$ cat src/hw/e1rs_pkg.sv
package e1rs_pkg;

    // Register indices; byte address is four times the index
    localparam logic [5:0] IDX_PHASE_HIGH  = 6'h15;
    localparam logic [5:0] IDX_PHASE_LOW   = 6'h16;
    localparam logic [5:0] IDX_JITTER      = 6'h17;
    localparam logic [5:0] IDX_SIGNAL      = 6'h18;
    localparam logic [5:0] IDX_ALARM       = 6'h19;
    localparam logic [5:0] IDX_SPARE       = 6'h1a;
    localparam logic [5:0] IDX_IDENT       = 6'h1f;
    localparam logic [5:0] IDX_CONTROL     = 6'h10;

    // Field positions of the control word
    localparam int CTRL_AIS_SEL_BIT = 0;

    // Reset value and fixed identification value
    localparam logic [7:0] RST_BYTE    = 8'h00;
    localparam logic [7:0] IDENT_VALUE = 8'h5c;  // Arbitrary identification value

    // Phase counter width in eighth-bit steps
    localparam int PHASE_W = 12;

    // Loss-of-signal thresholds
    localparam logic [6:0] LOS_ZERO_RUN   = 7'h7f;  // 127 zero bit periods
    localparam logic [6:0] LOS_WINDOW     = 7'h7f;  // 127 pulse positions
    localparam logic [6:0] LOS_MIN_ONES   = 7'h10;  // 12.5 percent of 127, rounded up

    // Line amplitude classes, attenuation in dB
    localparam logic [5:0] ATTEN_LOST_DB   = 6'h14;  // 20 dB
    localparam logic [5:0] ATTEN_HEAVY_DB  = 6'h0c;
    localparam logic [5:0] ATTEN_MEDIUM_DB = 6'h06;

    // Amplitude loss qualification time
    localparam int CLK_MHZ       = 125;
    localparam int LINE_AMPLITUDE_LOST_TIME_US  = 1000;
    localparam int LINE_AMPLITUDE_LOST_CYCLES   = LINE_AMPLITUDE_LOST_TIME_US * CLK_MHZ;

    // Remote failure figures
    localparam logic [9:0] EBIT_LIMIT   = 10'h3dd;  // 989 errors per second
    localparam logic [2:0] REMOTE_MULTIFRAME_FAILURE_SECS   = 3'h5;

    // Spare bit repetition count
    localparam logic [2:0] SA6_REPEAT   = 3'h7;  // Eighth equal nibble

    // Classic Wishbone request
    typedef struct packed {
        logic        cyc;
        logic        stb;
        logic        we;
        logic [3:0]  sel;
        logic [7:0]  adr;
        logic [31:0] dat;
    } e1rs_wb_req_t;

    // Per-frame receive events from the framer
    typedef struct packed {
        logic       frame_strobe;     // One pulse per frame
        logic       ts16_all_ones;    // Timeslot 16 held all ones this frame
        logic       nfas_strobe;      // Non-frame-alignment frame pulse
        logic       remote_a_bit;     // A bit of that frame
        logic       multiframe_strobe;
        logic       rai_crc_run;      // Remote alarm with continuous CRC errors
        logic       smf1_done;
        logic       smf1_error;
        logic       smf2_done;
        logic       smf2_error;
        logic       sa6_valid;        // Sa6 nibble complete
        logic [3:0] sa6_nibble;
        logic       sa5_bit;
    } e1rs_frame_ev_t;

endpackage

$ cat src/hw/e1rs_status_regs.sv
`timescale 1ns/10ps
`default_nettype none

module e1rs_status_regs
    import e1rs_pkg::*;
#(
    parameter int FIFO_DEPTH  = 32,
    parameter int LINE_AMPLITUDE_LOST_CYC    = LINE_AMPLITUDE_LOST_CYCLES
) (
    input  wire logic                              clk_i,
    input  wire logic                              rst_i,
    input  wire e1rs_wb_req_t                      wb_req_i,
    output logic                                   wb_ack_o,
    output logic [31:0]                            wb_dat_o,
    input  wire logic                              eighth_tick_i,
    input  wire logic                              backplane_frame_pulse_i,
    input  wire logic                              receive_frame_pulse_i,
    input  wire logic                              dejitter_clock_slowed_i,
    input  wire logic                              dejitter_clock_sped_i,
    input  wire logic [$clog2(FIFO_DEPTH+1)-1:0]   jitter_fifo_level_i,
    input  wire logic [5:0]                        line_atten_db_i,
    input  wire logic                              bit_strobe_i,
    input  wire logic                              line_bit_i,
    input  wire logic                              ais_criterion_a_i,
    input  wire logic                              ais_criterion_b_i,
    input  wire logic                              second_tick_i,
    input  wire logic                              ebit_error_i,
    input  wire logic                              frame_sync_lost_i,
    input  wire e1rs_frame_ev_t                    frame_ev_i
);

    localparam int LW = $clog2(FIFO_DEPTH + 1);
    localparam int TW = $clog2(LINE_AMPLITUDE_LOST_CYC + 1);
    localparam logic [LW-1:0] LVL_FULL = LW'(FIFO_DEPTH);
    localparam logic [LW-1:0] LVL_HALF = LW'(FIFO_DEPTH / 2);
    localparam logic [LW-1:0] LVL_FOUR = LW'(4);
    localparam logic [LW-1:0] LVL_NEAR = LW'(FIFO_DEPTH - 4);
    localparam logic [TW-1:0] LINE_AMPLITUDE_LOST_LAST = TW'(LINE_AMPLITUDE_LOST_CYC - 1);

    // Elaboration checks; the four-word flags need room above and below them
    if (FIFO_DEPTH < 8) $error("FIFO_DEPTH must be at least 8");
    if (LINE_AMPLITUDE_LOST_CYC < 1) $error("LINE_AMPLITUDE_LOST_CYC must be at least 1");

    typedef enum logic [1:0] {
        LOS_IDLE  = 2'b00,
        LOS_LOST  = 2'b01,
        LOS_WIN   = 2'b10
    } e1rs_los_t;

    // Bus decode
    logic        bus_req;
    logic [5:0]  bus_idx;
    logic        wr_take;
    logic [7:0]  rd_byte;
    logic        spare_clear;

    assign bus_req     = wb_req_i.cyc && wb_req_i.stb;
    assign bus_idx     = wb_req_i.adr[7:2];
    assign wr_take     = bus_req && wb_req_i.we && wb_ack_o;
    // Clear where read data is captured, so no event slips in between the two
    assign spare_clear = bus_req && !wb_req_i.we && !wb_ack_o && (bus_idx == IDX_SPARE);

    // State
    logic [PHASE_W-1:0] phase_run;
    logic [PHASE_W-1:0] phase_count;
    logic [7:0]         jitter_word;
    logic [7:0]         signal_word;
    logic               ais_sel;
    logic [TW-1:0]      line_amplitude_lost_timer;
    logic               line_lost;
    logic               crc1_err;
    logic               crc2_err;
    logic               ts16_ones;
    logic               ais_seen;
    logic               rai_seen;
    logic               rai_crc;
    e1rs_los_t          los_state;
    logic [6:0]         zero_run;
    logic [6:0]         win_count;
    logic [6:0]         win_ones;
    logic [9:0]         ebit_count;
    logic               sec_spoiled;
    logic [2:0]         bad_secs;
    logic               remote_multiframe_failure;
    logic [3:0]         last_nibble;
    logic               nibble_seen;
    logic [2:0]         same_run;
    logic [7:0]         spare_word;

    // One-cycle ack, so a master holding cyc and stb sees ack one edge later
    always_ff @(posedge clk_i) begin
        if (rst_i)
            wb_ack_o <= 1'b0;
        else
            wb_ack_o <= bus_req && !wb_ack_o;
    end

    // Read multiplexer; unmapped indices read as zero
    always_comb begin
        if (bus_idx == IDX_PHASE_HIGH)
            rd_byte = {4'h0, phase_count[PHASE_W-1:8]};
        else if (bus_idx == IDX_PHASE_LOW)
            rd_byte = phase_count[7:0];
        else if (bus_idx == IDX_JITTER)
            rd_byte = jitter_word;
        else if (bus_idx == IDX_SIGNAL)
            rd_byte = signal_word;
        else if (bus_idx == IDX_ALARM)
            rd_byte = {crc1_err, crc2_err, remote_multiframe_failure, los_state != LOS_IDLE,
                       ts16_ones, ais_seen, rai_seen, rai_crc};
        else if (bus_idx == IDX_SPARE)
            rd_byte = spare_word;
        else if (bus_idx == IDX_IDENT)
            rd_byte = IDENT_VALUE;
        else if (bus_idx == IDX_CONTROL)
            rd_byte = {7'h00, ais_sel};
        else
            rd_byte = RST_BYTE;
    end

    // Read data registered in the cycle before ack
    always_ff @(posedge clk_i) begin
        if (rst_i)
            wb_dat_o <= 32'h0000_0000;
        else if (bus_req && !wb_req_i.we && !wb_ack_o)
            wb_dat_o <= {24'h00_0000, rd_byte};
    end

    // Control word; only byte lane 0 carries it
    always_ff @(posedge clk_i) begin
        if (rst_i)
            ais_sel <= 1'b0;
        else if (wr_take && bus_idx == IDX_CONTROL && wb_req_i.sel[0])
            ais_sel <= wb_req_i.dat[CTRL_AIS_SEL_BIT];
    end

    // Phase counter restarts at each backplane pulse, captured at receive pulse; a same-cycle backplane pulse blocks the capture
    always_ff @(posedge clk_i) begin
        if (rst_i) begin
            phase_run   <= '0;
            phase_count <= '0;
        end else if (backplane_frame_pulse_i) begin
            phase_run <= '0;
        end else begin
            if (eighth_tick_i)
                phase_run <= phase_run + 1'b1;
            if (receive_frame_pulse_i)
                phase_count <= phase_run;
        end
    end

    // Jitter FIFO flags sampled once per clock
    always_ff @(posedge clk_i) begin
        if (rst_i) begin
            jitter_word <= RST_BYTE;
        end else begin
            jitter_word[7] <= dejitter_clock_slowed_i;
            jitter_word[6] <= dejitter_clock_sped_i;
            jitter_word[5] <= jitter_fifo_level_i == '0;
            jitter_word[4] <= jitter_fifo_level_i >= LVL_FOUR;
            jitter_word[3] <= jitter_fifo_level_i >= LVL_HALF;
            jitter_word[2] <= jitter_fifo_level_i >= LVL_NEAR;
            jitter_word[1] <= jitter_fifo_level_i >= LVL_FULL;
            jitter_word[0] <= 1'b0;
        end
    end

    // Amplitude loss must persist the whole qualification time
    always_ff @(posedge clk_i) begin
        if (rst_i) begin
            line_amplitude_lost_timer <= '0;
            line_lost  <= 1'b0;
        end else if (line_atten_db_i <= ATTEN_LOST_DB) begin
            line_amplitude_lost_timer <= '0;
            line_lost  <= 1'b0;
        end else if (line_amplitude_lost_timer == LINE_AMPLITUDE_LOST_LAST) begin
            line_lost <= 1'b1;
        end else begin
            line_amplitude_lost_timer <= line_amplitude_lost_timer + 1'b1;
        end
    end

    // Loop class is mutually exclusive
    always_ff @(posedge clk_i) begin
        if (rst_i) begin
            signal_word <= RST_BYTE;
        end else begin
            signal_word[7]   <= line_atten_db_i >= ATTEN_HEAVY_DB;
            signal_word[6]   <= line_atten_db_i >= ATTEN_MEDIUM_DB
                                && line_atten_db_i < ATTEN_HEAVY_DB;
            signal_word[5]   <= line_atten_db_i < ATTEN_MEDIUM_DB;
            signal_word[4]   <= line_lost;
            signal_word[3:0] <= 4'h0;
        end
    end

    // Framed alarms, each refreshed on its own strobe, except ais_seen, which follows the selected criterion every clock
    always_ff @(posedge clk_i) begin
        if (rst_i) begin
            crc1_err  <= 1'b0;
            crc2_err  <= 1'b0;
            ts16_ones <= 1'b0;
            ais_seen  <= 1'b0;
            rai_seen  <= 1'b0;
            rai_crc   <= 1'b0;
        end else begin
            if (frame_ev_i.smf1_done)
                crc1_err <= frame_ev_i.smf1_error;
            if (frame_ev_i.smf2_done)
                crc2_err <= frame_ev_i.smf2_error;
            if (frame_ev_i.frame_strobe)
                ts16_ones <= frame_ev_i.ts16_all_ones;
            ais_seen <= ais_sel ? ais_criterion_b_i : ais_criterion_a_i;
            if (frame_ev_i.nfas_strobe)
                rai_seen <= frame_ev_i.remote_a_bit;
            if (frame_ev_i.multiframe_strobe)
                rai_crc <= frame_ev_i.rai_crc_run;
        end
    end

    // Loss of signal: zero run to enter, ones density window to leave
    always_ff @(posedge clk_i) begin
        if (rst_i) begin
            los_state <= LOS_IDLE;
            zero_run  <= '0;
            win_count <= '0;
            win_ones  <= '0;
        end else if (bit_strobe_i) begin
            case (los_state)
                LOS_IDLE: begin
                    if (line_bit_i) begin
                        zero_run <= '0;
                    end else if (zero_run == LOS_ZERO_RUN - 7'h01) begin
                        zero_run  <= '0;
                        los_state <= LOS_LOST;
                    end else begin
                        zero_run <= zero_run + 7'h01;
                    end
                end
                LOS_LOST: begin
                    // Window opens only on a pulse
                    if (line_bit_i) begin
                        win_count <= 7'h01;
                        win_ones  <= 7'h01;
                        los_state <= LOS_WIN;
                    end
                end
                LOS_WIN: begin
                    if (win_count == LOS_WINDOW - 7'h01) begin
                        if (win_ones + {6'h00, line_bit_i} >= LOS_MIN_ONES)
                            los_state <= LOS_IDLE;
                        else
                            los_state <= LOS_LOST;
                        win_count <= '0;
                        win_ones  <= '0;
                    end else begin
                        win_count <= win_count + 7'h01;
                        win_ones  <= win_ones + {6'h00, line_bit_i};
                    end
                end
                default: los_state <= LOS_IDLE;
            endcase
        end
    end

    // Per-second E-bit tally; a second is spoiled by remote alarm or sync loss
    always_ff @(posedge clk_i) begin
        if (rst_i) begin
            ebit_count  <= '0;
            sec_spoiled <= 1'b0;
            bad_secs    <= '0;
            remote_multiframe_failure       <= 1'b0;
        end else if (second_tick_i) begin
            ebit_count  <= {9'h000, ebit_error_i};  // Tick-cycle events open the new second
            sec_spoiled <= rai_seen || frame_sync_lost_i;
            if (ebit_count > EBIT_LIMIT && !sec_spoiled) begin
                if (bad_secs != REMOTE_MULTIFRAME_FAILURE_SECS)
                    bad_secs <= bad_secs + 3'h1;
                remote_multiframe_failure <= bad_secs >= REMOTE_MULTIFRAME_FAILURE_SECS - 3'h1;
            end else begin
                bad_secs <= '0;
                remote_multiframe_failure    <= 1'b0;
            end
        end else begin
            if (ebit_error_i && ebit_count != 10'h3ff)
                ebit_count <= ebit_count + 10'h001;
            if (rai_seen || frame_sync_lost_i)
                sec_spoiled <= 1'b1;
        end
    end

    // Sa6 repetition tracking
    always_ff @(posedge clk_i) begin
        if (rst_i) begin
            last_nibble <= 4'h0;
            nibble_seen <= 1'b0;
            same_run    <= '0;
        end else if (frame_ev_i.sa6_valid) begin
            last_nibble <= frame_ev_i.sa6_nibble;
            nibble_seen <= 1'b1;
            if (nibble_seen && frame_ev_i.sa6_nibble == last_nibble)
                same_run <= (same_run == SA6_REPEAT) ? same_run : same_run + 3'h1;
            else
                same_run <= '0;
        end
    end
    logic sa6_eighth;
    logic sa6_change;
    assign sa6_eighth = frame_ev_i.sa6_valid && nibble_seen
                        && frame_ev_i.sa6_nibble == last_nibble
                        && same_run == SA6_REPEAT - 3'h1;
    assign sa6_change = frame_ev_i.sa6_valid && nibble_seen
                        && frame_ev_i.sa6_nibble != last_nibble;

    // Spare-bit report; read clears, but a same-cycle event survives it
    always_ff @(posedge clk_i) begin
        if (rst_i) begin
            spare_word <= RST_BYTE;
        end else begin
            if (spare_clear)
                spare_word <= RST_BYTE;
            if (sa6_eighth) begin
                spare_word[7]   <= frame_ev_i.sa5_bit;
                spare_word[6:3] <= frame_ev_i.sa6_nibble;
                spare_word[1]   <= 1'b1;
            end
            if (sa6_change)
                spare_word[0] <= 1'b1;
            spare_word[2] <= 1'b0;
        end
    end
endmodule // e1rs_status_regs

`default_nettype wire
$ cat config.mk
export PLATFORM = sky130hd
export DESIGN_NAME = e1rs_status_regs
export DESIGN_NICKNAME = d
export VERILOG_FILES = /design/src/hw/e1rs_pkg.sv /design/src/hw/e1rs_status_regs.sv
export SDC_FILE = /design/constraint.sdc
export NUM_CORES = 1
export LEC_CHECK = 0
export BUFFER_PORTS_ARGS = -buffer_cell sky130_fd_sc_hd__buf_2
export CAP_MARGIN = 20
export CORE_UTILIZATION = 44
export DETAILED_ROUTE_END_ITERATION = 16
export PLACE_DENSITY_LB_ADDON = 0.12
export SYNTH_ARGS = -nofsm -noshare
export SYNTH_HDL_FRONTEND = slang
export SYNTH_SLANG_ARGS = --single-unit
$ cat constraint.sdc
create_clock -name clk_i -period 2.5 [get_ports clk_i]
set_input_delay 0.25 -clock clk_i [delete_from_list [all_inputs] [get_ports clk_i]]
set_output_delay 0.25 -clock clk_i [all_outputs]
set_load 0.05 [all_outputs]
==> flow_metrics.env, run 1 <==
export IMPL_dp_hpwl_mm=10.0
export IMPL_crit_buf_inv=1
export IMPL_ratio_of_cells_with_drive_above_1_in_the_final_layout_pct=14.7
export IMPL_asyncSetResetFlopFracSynth_pct=0
export IMPL_yosys_cell_types_count=72
export IMPL_worst_hold_path_type="input pin to register"
export IMPL_fin_nets=870
export IMPL_syn_avg_cell_area_sq_um=8.56
export IMPL_die_height_microns=120
export IMPL_ir_worst_vdd_mv=0.551
export IMPL_fin_setup_tns_ns=0
export IMPL_drt_drc_violations_left=0
export IMPL_grt_first_pass_wirelength_mm=23.4
export IMPL_fmax_ghz=0.519
export IMPL_ioPinCount=122
export IMPL_startpoint_type="register"
export IMPL_port_buffers=61
export IMPL_floorplan_die_area_sq_um=14500
export IMPL_total_leakage_power_nw=2.55
export IMPL_worst_path_largest_cell_delay_ns=0.44
export IMPL_critical_path_arrival_ns=2.25
export IMPL_yosys_register_bits=122
export IMPL_cts_root_buffer_cell="sky130_fd_sc_hd__clkbuf_16"
export IMPL_all_layer_gr_usage_pct=20.3
export IMPL_post_synth_top_count_cell="sky130_fd_sc_hd__dfxtp_1"
export IMPL_worst_clock_skew_on_the_final_layout_ns=0.00869
export IMPL_cp_max_fo=9
export IMPL_design_core_area_sq_um=13500
export IMPL_critical_path_required_ns=2.82
export IMPL_fraction_of_the_cycle_the_final_worst_path_needs_pct=77.0
export IMPL_clock_tree_from_tritoncts="built"
export IMPL_final_util_pct=52.7
export IMPL_post_dr_vias_cell=5.49
export IMPL_rsz_0062_raised_after_global_routing="false"
export IMPL_globalplace_congestion=0.792
export IMPL_layout_min_cycle_time_ns=1.93
export IMPL_placementRows=42
export IMPL_critical_path_slowest_cell="sky130_fd_sc_hd__dfxtp_1"
export IMPL_cts_resized=0
export IMPL_synthToLayoutAreaGrowth_pct=15.2
export IMPL_netlist_area_sq_um=6160
export IMPL_synth_top_cell_area_share_pct=39.7
export IMPL_cp_cell_sequence="inv_1 > ha_1 > and4_1 > a21oi_2 > a41oi_1 > a311oi_1"
export IMPL_synth_top_cells_by_count="122 x sky130_fd_sc_hd__dfxtp_1, 75 x sky130_fd_sc_hd__nor2_1, 57 x sky130_fd_sc_hd__nand2_1"
export IMPL_synth_top_flop_cell="sky130_fd_sc_hd__dfxtp_1"
export IMPL_design_power_total_mw=4.84
export IMPL_tightestPinTransition_ns=0.735
export IMPL_worst_hold_slack_ns=0.0172
export IMPL_clock_latency_ns=0.42
export IMPL_final_setup_worst_slack_ns=0.574
export IMPL_worst_rel_slew_slack_pct=50.9
export IMPL_cts_htree_levels=4
export IMPL_initial_utilization_pct=45.8
export IMPL_antenna_cells=0
export IMPL_max_clock_buf_depth=2
export IMPL_grt_start_max_net_pins=32
export IMPL_grt_antenna_before_repair=0
export IMPL_power_density_nw_per_um2=683
export IMPL_yosys_warnings=0
export IMPL_status="finished, final reports clean"
export IMPL_max_cap_violations=0
export IMPL_detail_route_iter0_violations=301
export IMPL_synthesis_instances=719
export IMPL_holdBufCountCts=0
export IMPL_detail_route_antenna_nets=0
export IMPL_cts_reportedPaths_clkPinSlew_ns=0.05
export IMPL_critical_path_top_delay_family="compound AO/OA/AOI/OAI gates"
export IMPL_synthDominantAreaCellType="sky130_fd_sc_hd__dfxtp_1"
export IMPL_finalHoldViolations=0
export IMPL_route_vias_total=5237
export IMPL_pre_cts_slack_ns=0.591
export IMPL_synth_enable_flop_cells=0
export IMPL_post_cts_buffers=0
export IMPL_wl_per_cell_microns=14.4
export IMPL_ys_top_cells_by_area="sky130_fd_sc_hd__dfxtp_1 40%, sky130_fd_sc_hd__nor2_1 4.6%, sky130_fd_sc_hd__a21oi_1 3.7%"
export IMPL_timing_worst_setup_path_type="register to register"
export IMPL_die_w_microns=120
export IMPL_cts_buffers=17
export IMPL_cp_end_kind="register"
export IMPL_finalMaxSlewViolations=0
export IMPL_grt_pass1_vias=4931
export IMPL_drt_pass1_iterations=6
export IMPL_grt_overflow_total=0
export IMPL_synth_seq_area_share_pct=39.7
export IMPL_numClockSinks=122
export IMPL_layout_filler_cells=1251
export IMPL_final_setup_viol_count=0
export IMPL_route_final_wire_length_mm=13.7
==> final timing paths <==
check / from / endpoint / slack, ns / cells after the start
max: win_count[0] / win_ones[5] / 0.57 / 6
min: jitter_fifo_level_i[1] / jitter_word[5] / 0.02 / 2
max reg2reg: win_count[0] / win_ones[5] / 0.57 / 6
min reg2reg: remote_multiframe_failure / remote_multiframe_failure / 0.46 / 2
==> layer usage <==
layer | wire (microns) | global-route usage [%]
met1 | 6560 | 26.0
met2 | 6440 | 33.1
met3 | 515 | 5.00
met4 | 196 | 7.02
met5 | 0 | 0
==> through the flow <==
| step | cell area (sq um) | instances |
|---|---|---|
| 2_1_floorplan | 6240 | 742 |
| 3_3_place_gp | 6480 | 922 |
| 3_5_place_dp | 6480 | 922 |
| 4_1_cts | 7090 | 954 |
| 5_1_grt | 7090 | 954 |
| 6_report | 7090 | 954 |
==> sequential cells by signal, indices dropped and copies added (netlist names), 2 cells and up <==
signal	cells
line_amplitude_lost_timer	17
phase_count	12
phase_run	12
ebit_count	10
wb_dat_o	8
jitter_word	7
spare_word	7
win_count	7
win_ones	7
zero_run	7
last_nibble	4
signal_word	4
bad_secs	3
same_run	3
los_state	2
==> where the power goes <==
part	total, mW	internal (mW)	switching (mW)	leakage (nW)
clock	2.49	1.60	0.895	0.293
combinational	0.343	0.102	0.240	1.27
sequential	2.00	1.98	0.0259	0.989
total	4.84	3.68	1.16	2.55
==> placed cells by master, fill, tap and decap left out, types with 8 or more instances in the layout <==
master,n
sky130_fd_sc_hd__nand3b_1,14
sky130_fd_sc_hd__nor2b_1,8
sky130_fd_sc_hd__conb_1,24
sky130_fd_sc_hd__o21ai_0,18
sky130_fd_sc_hd__nand2_1,57
sky130_fd_sc_hd__dfxtp_1,122
sky130_fd_sc_hd__nor2_1,75
sky130_fd_sc_hd__o211ai_1,8
sky130_fd_sc_hd__a21oi_1,45
sky130_fd_sc_hd__ha_1,16
sky130_fd_sc_hd__nor3_1,15
sky130_fd_sc_hd__or3_1,9
sky130_fd_sc_hd__nand3_1,21
sky130_fd_sc_hd__nand4_1,19
sky130_fd_sc_hd__mux2i_1,17
sky130_fd_sc_hd__xnor2_1,20
sky130_fd_sc_hd__xor2_1,16
sky130_fd_sc_hd__inv_1,25
sky130_fd_sc_hd__and3_1,14
sky130_fd_sc_hd__clkbuf_16,17
sky130_fd_sc_hd__buf_2,61
==> layout make-up <==
type,instances,area [sq um],share of cell area [%]
Sequential cell,122,2440,34.4
Multi-Input combinational cell,534,3370,47.6
Inverter,25,93.8,1.32
Tap cell,176,220,3.11
Clock inverter,13,171,2.42
Clock buffer,19,443,6.25
Timing Repair Buffer,65,348,4.91
==> kinds of logic (layout without fill, tap and decap cells) <==
| family | count (synthesis) | after routing | share of synthesized area [%] |
|---|---|---|---|
| muxes | 17 | 17 | 2.76 |
| DFF | 122 | 122 | 39.7 |
| xor gates and xnor gates | 36 | 36 | 5.12 |
| other | 1 | 24 | 0.0609 |
| and+or+nand+nor | 293 | 293 | 25.9 |
| buffers and inverters | 86 | 122 | 6.95 |
| AOI/OAI and AO/OA | 148 | 148 | 16.3 |
| adders and majority gates | 16 | 16 | 3.25 |
Note: power is estimated with default switching activity, not from simulation.
==> run 2: changes to the inputs <==
--- a/config.mk
+++ b/config.mk
@@ -5,6 +5,7 @@
 export SDC_FILE = /design/constraint.sdc
 export NUM_CORES = 1
 export LEC_CHECK = 0
+export ABC_AREA = 1
 export BUFFER_PORTS_ARGS = -buffer_cell sky130_fd_sc_hd__buf_2
 export CAP_MARGIN = 20
 export CORE_UTILIZATION = 44
==> constraint.sdc (replaced) <==
create_clock -name clk_i -period 1.8 [get_ports clk_i]
set_input_delay 0.18 -clock clk_i [delete_from_list [all_inputs] [get_ports clk_i]]
set_output_delay 0.18 -clock clk_i [all_outputs]
set_load 0.05 [all_outputs]
==> run 2 against run 1 <==
Effect of this change: routed wire length decreased by 3.7%; critical path depth increased by 2; worst hold slack improved by 0.0056 ns; sequential power increased by 42%; largest cell class unchanged; sequential share of layout area decreased by 0.52 points; area after synthesis decreased by 1.8%; die area decreased by 1.8%; clock skew decreased by 0.0017 ns; cell count increased by 19%; first-iteration DRC count decreased by 13%; highest routed layer unchanged; register-to-register slack got worse by 0.36 ns.
==> flow_metrics.env, run 2 <==
export IMPL_status="finished, final reports clean"
export IMPL_regToRegEndpoint="los_state[0]"
export IMPL_max_clock_buf_depth=2
export IMPL_synth_top_flop_cell="sky130_fd_sc_hd__dfxtp_1"
export IMPL_route_final_wire_length_mm=13.2
export IMPL_placement_cell_area_sq_um=6480
export IMPL_place_inst=1087
export IMPL_largest_register_ff_count=17
export IMPL_numClockSinks=122
export IMPL_die_w_microns=119
export IMPL_tightestPinTransition_ns=0.586
export IMPL_ys_top_cells_by_area="sky130_fd_sc_hd__dfxtp_1 40%, sky130_fd_sc_hd__nand2_1 11%, sky130_fd_sc_hd__nor2_1 7.6%"
export IMPL_grt_first_pass_wirelength_mm=22.5
export IMPL_grt_pass1_vias=4987
export IMPL_globalplace_congestion=0.814
export IMPL_detail_route_antenna_nets=0
export IMPL_cp_end_kind="register"
export IMPL_floorplan_die_area_sq_um=14200
export IMPL_synth_top_cells_by_count="172 x sky130_fd_sc_hd__nand2_1, 123 x sky130_fd_sc_hd__nor2_1, 122 x sky130_fd_sc_hd__dfxtp_1"
export IMPL_final_util_pct=54.2
export IMPL_critical_path_required_ns=2.14
export IMPL_layout_commonest_cell="sky130_fd_sc_hd__nand2_1"
export IMPL_post_dr_vias_cell=4.69
export IMPL_largest_registers="line_amplitude_lost_timer (17), phase_count (12), phase_run (12)"
export IMPL_ratio_of_cells_with_drive_above_1_in_the_final_layout_pct=14.0
export IMPL_synth_enable_flop_cells=0
export IMPL_grt_antenna_before_repair=0
export IMPL_wl_per_cell_microns=11.7
export IMPL_worst_r2r_cell_count=8
export IMPL_die_height_microns=119
export IMPL_startpoint_type="register"
export IMPL_synthDominantAreaCellType="sky130_fd_sc_hd__dfxtp_1"
export IMPL_yosys_warnings=0
export IMPL_worst_hold_slack_ns=0.0229
export IMPL_ir_worst_vdd_mv=0.652
export IMPL_grt_start_max_net_pins=22
export IMPL_drt_pass1_iterations=5
export IMPL_multi_input_gate_area_sq_um=3040
export IMPL_synth_seq_area_share_pct=40.4
export IMPL_worst_hold_path_type="input pin to register"
export IMPL_fin_setup_tns_ns=0
export IMPL_route_vias_total=5313
export IMPL_clock_tree_from_tritoncts="built"
export IMPL_cts_root_buffer_cell="sky130_fd_sc_hd__clkbuf_16"
export IMPL_pre_cts_slack_ns=0.113
export IMPL_fmax_ghz=0.629
export IMPL_netlist_area_sq_um=6040
export IMPL_asyncSetResetFlopFracSynth_pct=0
export IMPL_port_buffers=61
export IMPL_finalHoldViolations=0
export IMPL_largest_register="line_amplitude_lost_timer"
export IMPL_critical_path_reg2reg_startpoint="win_ones[0]"
export IMPL_setup_worst_path_end="los_state[0]"
export IMPL_post_layout_nonfiller_instances=1132
export IMPL_cp_max_fo=3
export IMPL_synthesis_instances=854
export IMPL_design_core_area_sq_um=13300
export IMPL_setup_reg_to_reg_worst_slack_ns=0.21
export IMPL_critical_path_arrival_ns=1.93
export IMPL_layout_common_cells="172 x sky130_fd_sc_hd__nand2_1, 123 x sky130_fd_sc_hd__nor2_1, 121 x sky130_fd_sc_hd__dfxtp_1, 98 x sky130_fd_sc_hd__inv_1, 77 x sky130_fd_sc_hd__a21oi_1"
export IMPL_clock_latency_ns=0.41
export IMPL_post_synth_top_count_cell="sky130_fd_sc_hd__nand2_1"
export IMPL_timing_worst_setup_path_type="register to register"
export IMPL_cts_buffers=17
export IMPL_synthToLayoutAreaGrowth_pct=19.2
export IMPL_power_density_nw_per_um2=923
export IMPL_max_cap_violations=0
export IMPL_cts_reportedPaths_clkPinSlew_ns=0.05
export IMPL_ioPinCount=122
export IMPL_final_setup_viol_count=0
export IMPL_drt_drc_violations_left=0
export IMPL_finalMaxSlewViolations=0
export IMPL_yosys_cell_types_count=42
export IMPL_post_cts_buffers=0
export IMPL_worst_rel_slew_slack_pct=60.9
export IMPL_syn_avg_cell_area_sq_um=7.07
export IMPL_design_power_total_mw=6.65
export IMPL_postLayoutCellArea_sq_um=7200
export IMPL_area_sequential_sq_um=2440
export IMPL_dp_hpwl_mm=9.64
export IMPL_total_leakage_power_nw=3.10
export IMPL_critical_path_startpoint="win_ones[0]"
export IMPL_yosys_register_bits=122
export IMPL_synth_top_cell_area_share_pct=40.4
export IMPL_all_layer_gr_usage_pct=19.9
export IMPL_fraction_of_the_cycle_the_final_worst_path_needs_pct=88.3
export IMPL_grt_overflow_total=0
export IMPL_placementRows=42
export IMPL_fin_nets=1051
export IMPL_cts_htree_levels=4
export IMPL_detail_route_iter0_violations=262
export IMPL_antenna_cells=0
export IMPL_worst_clock_skew_on_the_final_layout_ns=0.00701
export IMPL_initial_utilization_pct=45.4
export IMPL_rsz_0062_raised_after_global_routing="false"
export IMPL_layout_filler_cells=1328
export IMPL_layout_min_cycle_time_ns=1.59
export IMPL_final_setup_worst_slack_ns=0.211
[run 2: cells by family (layout without fill, tap and decap cells)]
family          after synthesis  in the layout  synth area share (%)
other cells                   1             24                0.0621
compound gates              139            139                  12.1
fa+ha+maj                    16             16                  3.31
flops                       122            122                  40.4
simple gates                408            408                  29.9
buf+inv                     144            223                  10.7
xor+xnor                     24             24                  3.48
[run 2: cell type report]
class,instances,area share [%]
multi-input combinational,611,42.3
tap,176,3.06
sequential,122,33.9
inverter,108,5.63
clock inverter,9,1.39
timing repair buffer,86,7.40
clock buffer,20,6.34
[run 2: power by group]
group	internal [mW]	switching [mW]
sequential	2.78	0.0482
combinational	0.179	0.404
clock	2.07	1.16
[run 2: how the worst min path moves through the flow]
stage,cells past startpoint,to,from
global route,2,remote_multiframe_failure,second_tick_i
CTS,2,remote_multiframe_failure,second_tick_i
floorplan,1,jitter_word[5],jitter_fifo_level_i[1]
detailed placement,2,jitter_word[5],jitter_fifo_level_i[1]
finish,2,phase_run[0],eighth_tick_i
global placement,2,jitter_word[5],jitter_fifo_level_i[1]
[run 2: repair_timing]
action,in CTS,in global routing
setup endpoints to repair,0,13
hold buffers,16,0
hold endpoints to repair,10,0
gates resized for setup,0,3
[run 2: per-layer routing]
layer  global-route usage [%]  up-vias  share of wire [%]
met1                     26.1     2316                 50
met5                        0        -                  0
li1                         -     2890                  -
met2                     31.5       95                 45
met3                     4.55       12                3.8
met4                     8.23        0                1.4
[run 2: critical path, stage by stage (launching register included)]
cell and delay (ns):
sky130_fd_sc_hd__dfxtp_1 0.33, sky130_fd_sc_hd__ha_1 0.20, sky130_fd_sc_hd__ha_2 0.21, sky130_fd_sc_hd__nand3_1 0.12, sky130_fd_sc_hd__xor2_1 0.20, sky130_fd_sc_hd__nand3_1 0.13
sky130_fd_sc_hd__o21ai_0 0.16, sky130_fd_sc_hd__nand2_1 0.07, sky130_fd_sc_hd__a21oi_1 0.11
==> run 3: changes to the inputs <==
--- a/config.mk
+++ b/config.mk
@@ -11,6 +11,7 @@
 export CORE_UTILIZATION = 44
 export DETAILED_ROUTE_END_ITERATION = 16
 export PLACE_DENSITY_LB_ADDON = 0.12
+export REMOVE_ABC_BUFFERS = 1
 export SYNTH_ARGS = -nofsm -noshare
 export SYNTH_HDL_FRONTEND = slang
 export SYNTH_SLANG_ARGS = --single-unit
==> run 3 against run 2 <==
Effect of this change: core utilization is 0.29 points higher; largest power group unchanged; clock power is 5% higher; critical endpoint unchanged; worst setup slack better by 0.013 ns; fmax is 0.81% higher; design area is 0.54% higher; cell count is 0.35% higher; highest routed layer unchanged; via count is 0.94% higher; register-to-register slack hardly changed; sequential share of layout area is 0.18 points lower; flip-flop and latch count stayed put; count of clock-buffer cells in the layout is 1 lower.
==> flow_metrics.env, run 3 (synthesis gave the netlist of run 2 again) <==
export IMPL_grt_pass1_vias=4951
export IMPL_status="finished, final reports clean"
export IMPL_ir_worst_vdd_mv=0.608
export IMPL_post_dr_vias_cell=4.72
export IMPL_die_height_microns=119
export IMPL_ratio_of_cells_with_drive_above_1_in_the_final_layout_pct=14.0
export IMPL_placement_cell_area_sq_um=6470
export IMPL_cts_htree_levels=4
export IMPL_cp_max_fo=3
export IMPL_critical_path_required_ns=2.14
export IMPL_detail_route_iter0_violations=275
export IMPL_layout_common_cells="172 x sky130_fd_sc_hd__nand2_1, 123 x sky130_fd_sc_hd__nor2_1, 121 x sky130_fd_sc_hd__dfxtp_1, 98 x sky130_fd_sc_hd__inv_1, 77 x sky130_fd_sc_hd__a21oi_1"
export IMPL_globalplace_congestion=0.849
export IMPL_route_vias_total=5363
export IMPL_grt_overflow_total=0
export IMPL_max_clock_buf_depth=2
export IMPL_critical_path_arrival_ns=1.92
export IMPL_timing_worst_setup_path_type="register to register"
export IMPL_placementRows=42
export IMPL_power_density_nw_per_um2=938
export IMPL_numClockSinks=122
export IMPL_final_util_pct=54.5
export IMPL_fmax_ghz=0.634
export IMPL_dp_hpwl_mm=9.63
export IMPL_drt_pass1_iterations=4
export IMPL_route_top_layer_used="met4"
export IMPL_cts_root_buffer_cell="sky130_fd_sc_hd__clkbuf_16"
export IMPL_cts_buffers=17
export IMPL_die_w_microns=119
export IMPL_fin_nets=1052
export IMPL_grt_first_pass_wirelength_mm=22.2
export IMPL_grt_antenna_before_repair=0
export IMPL_ioPinCount=122
export IMPL_total_leakage_power_nw=3.11
export IMPL_floorplan_die_area_sq_um=14200
export IMPL_layout_min_cycle_time_ns=1.58
export IMPL_clock_latency_ns=0.42
export IMPL_route_final_wire_length_mm=13.2
export IMPL_pre_cts_slack_ns=0.128
export IMPL_all_layer_gr_usage_pct=19.6
export IMPL_largest_register="line_amplitude_lost_timer"
export IMPL_cp_end_kind="register"
export IMPL_initial_utilization_pct=45.4
export IMPL_final_setup_viol_count=0
export IMPL_largest_registers="line_amplitude_lost_timer (17), phase_count (12), phase_run (12)"
export IMPL_fin_setup_tns_ns=0
export IMPL_finalMaxSlewViolations=0
export IMPL_largest_register_ff_count=17
export IMPL_layout_commonest_cell="sky130_fd_sc_hd__nand2_1"
export IMPL_detail_route_antenna_nets=0
export IMPL_detailed_route_wire_length_on_metal_1_mm=6.38
export IMPL_clock_tree_from_tritoncts="built"
export IMPL_synthToLayoutAreaGrowth_pct=19.9
export IMPL_wl_met3_microns=471
export IMPL_final_setup_worst_slack_ns=0.223
export IMPL_antenna_cells=0
export IMPL_fraction_of_the_cycle_the_final_worst_path_needs_pct=87.6
export IMPL_design_core_area_sq_um=13300
export IMPL_drt_drc_violations_left=0
export IMPL_worst_hold_path_type="input pin to register"
export IMPL_met2WireLength_mm=6.24
export IMPL_rsz_0062_raised_after_global_routing="false"
export IMPL_max_cap_violations=0
export IMPL_finalHoldViolations=0
export IMPL_postLayoutCellArea_sq_um=7240
export IMPL_worst_clock_skew_on_the_final_layout_ns=0.00576
export IMPL_worst_hold_slack_ns=0.0150
export IMPL_port_buffers=61
export IMPL_grt_start_max_net_pins=35
export IMPL_wl_per_cell_microns=11.7
export IMPL_cts_reportedPaths_clkPinSlew_ns=0.05
export IMPL_startpoint_type="register"
-- run 3: changes by cell type in the layout (fill, tap and decap cells not counted), sizes merged --
| cell | before | now |
|---|---|---|
| buf | 70 | 69 |
| bufinv | 2 | 3 |
| clkbuf | 20 | 19 |
| clkinvlp | 2 | 5 |
| dlygate4sd3 | 16 | 18 |
-- run 3: final timing paths --
| kind | endpoint | slack (ns) | from | cells after the start |
|---|---|---|---|---|
| worst min-delay path | crc2_err | 0.02 | frame_ev_i[7] | 3 |
| worst max register to register | los_state[0] | 0.22 | win_ones[0] | 8 |
| worst max-delay path | los_state[0] | 0.22 | win_ones[0] | 8 |
| worst min register to register | signal_word[4] | 0.46 | line_lost | 2 |
-- run 3: layout make-up --
cell class | instances | area (sq um)
clock buffers | 19 | 433
clock inverters | 13 | 153
fillers | 1341 | 6050
inverters | 108 | 405
multi-input cells | 611 | 3040
flip-flops and latches | 122 | 2440
well taps | 176 | 220
repair buffers | 87 | 546
-- run 3: critical path, cell delays in order, from the launching register on --
cell                      delay, ns
sky130_fd_sc_hd__dfxtp_1       0.31
sky130_fd_sc_hd__ha_1          0.21
sky130_fd_sc_hd__ha_1          0.22
sky130_fd_sc_hd__nand3_1       0.13
sky130_fd_sc_hd__xor2_1        0.19
sky130_fd_sc_hd__nand3_1       0.10
sky130_fd_sc_hd__o21ai_0       0.15
sky130_fd_sc_hd__nand2_1       0.06
sky130_fd_sc_hd__a21oi_1       0.12
-- run 3: where the power goes --
group	leakage, nW	total (mW)	internal [mW]	switching (mW)
Clock	0.275	3.38	2.16	1.22
Sequential	0.994	2.83	2.78	0.0501
Combinational	1.84	0.583	0.181	0.401
-- run 3: timing repair --
item	in CTS	in global routing
setup endpoints to repair	0	2
buffers inserted	0	0
gates resized for setup	0	1
hold buffers	18	0
endpoints found under the hold margin	14	0
-- run 3: through the flow --
stage / std cells / power [mW]
after floorplan: 841 / 3.25
after global placement: 1086 / 3.44
after detailed placement: 1086 / 3.44
after CTS: 1136 / 6.86
after global routing: 1136 / 7.08
final: 1136 / 6.79
-- run 3: metal layers --
layer	GRT usage, %	vias to the layer above
li1	-	2892
met1	24.2	2372
met2	33.1	89
met3	5.03	10
met4	6.65	0
met5	0	-
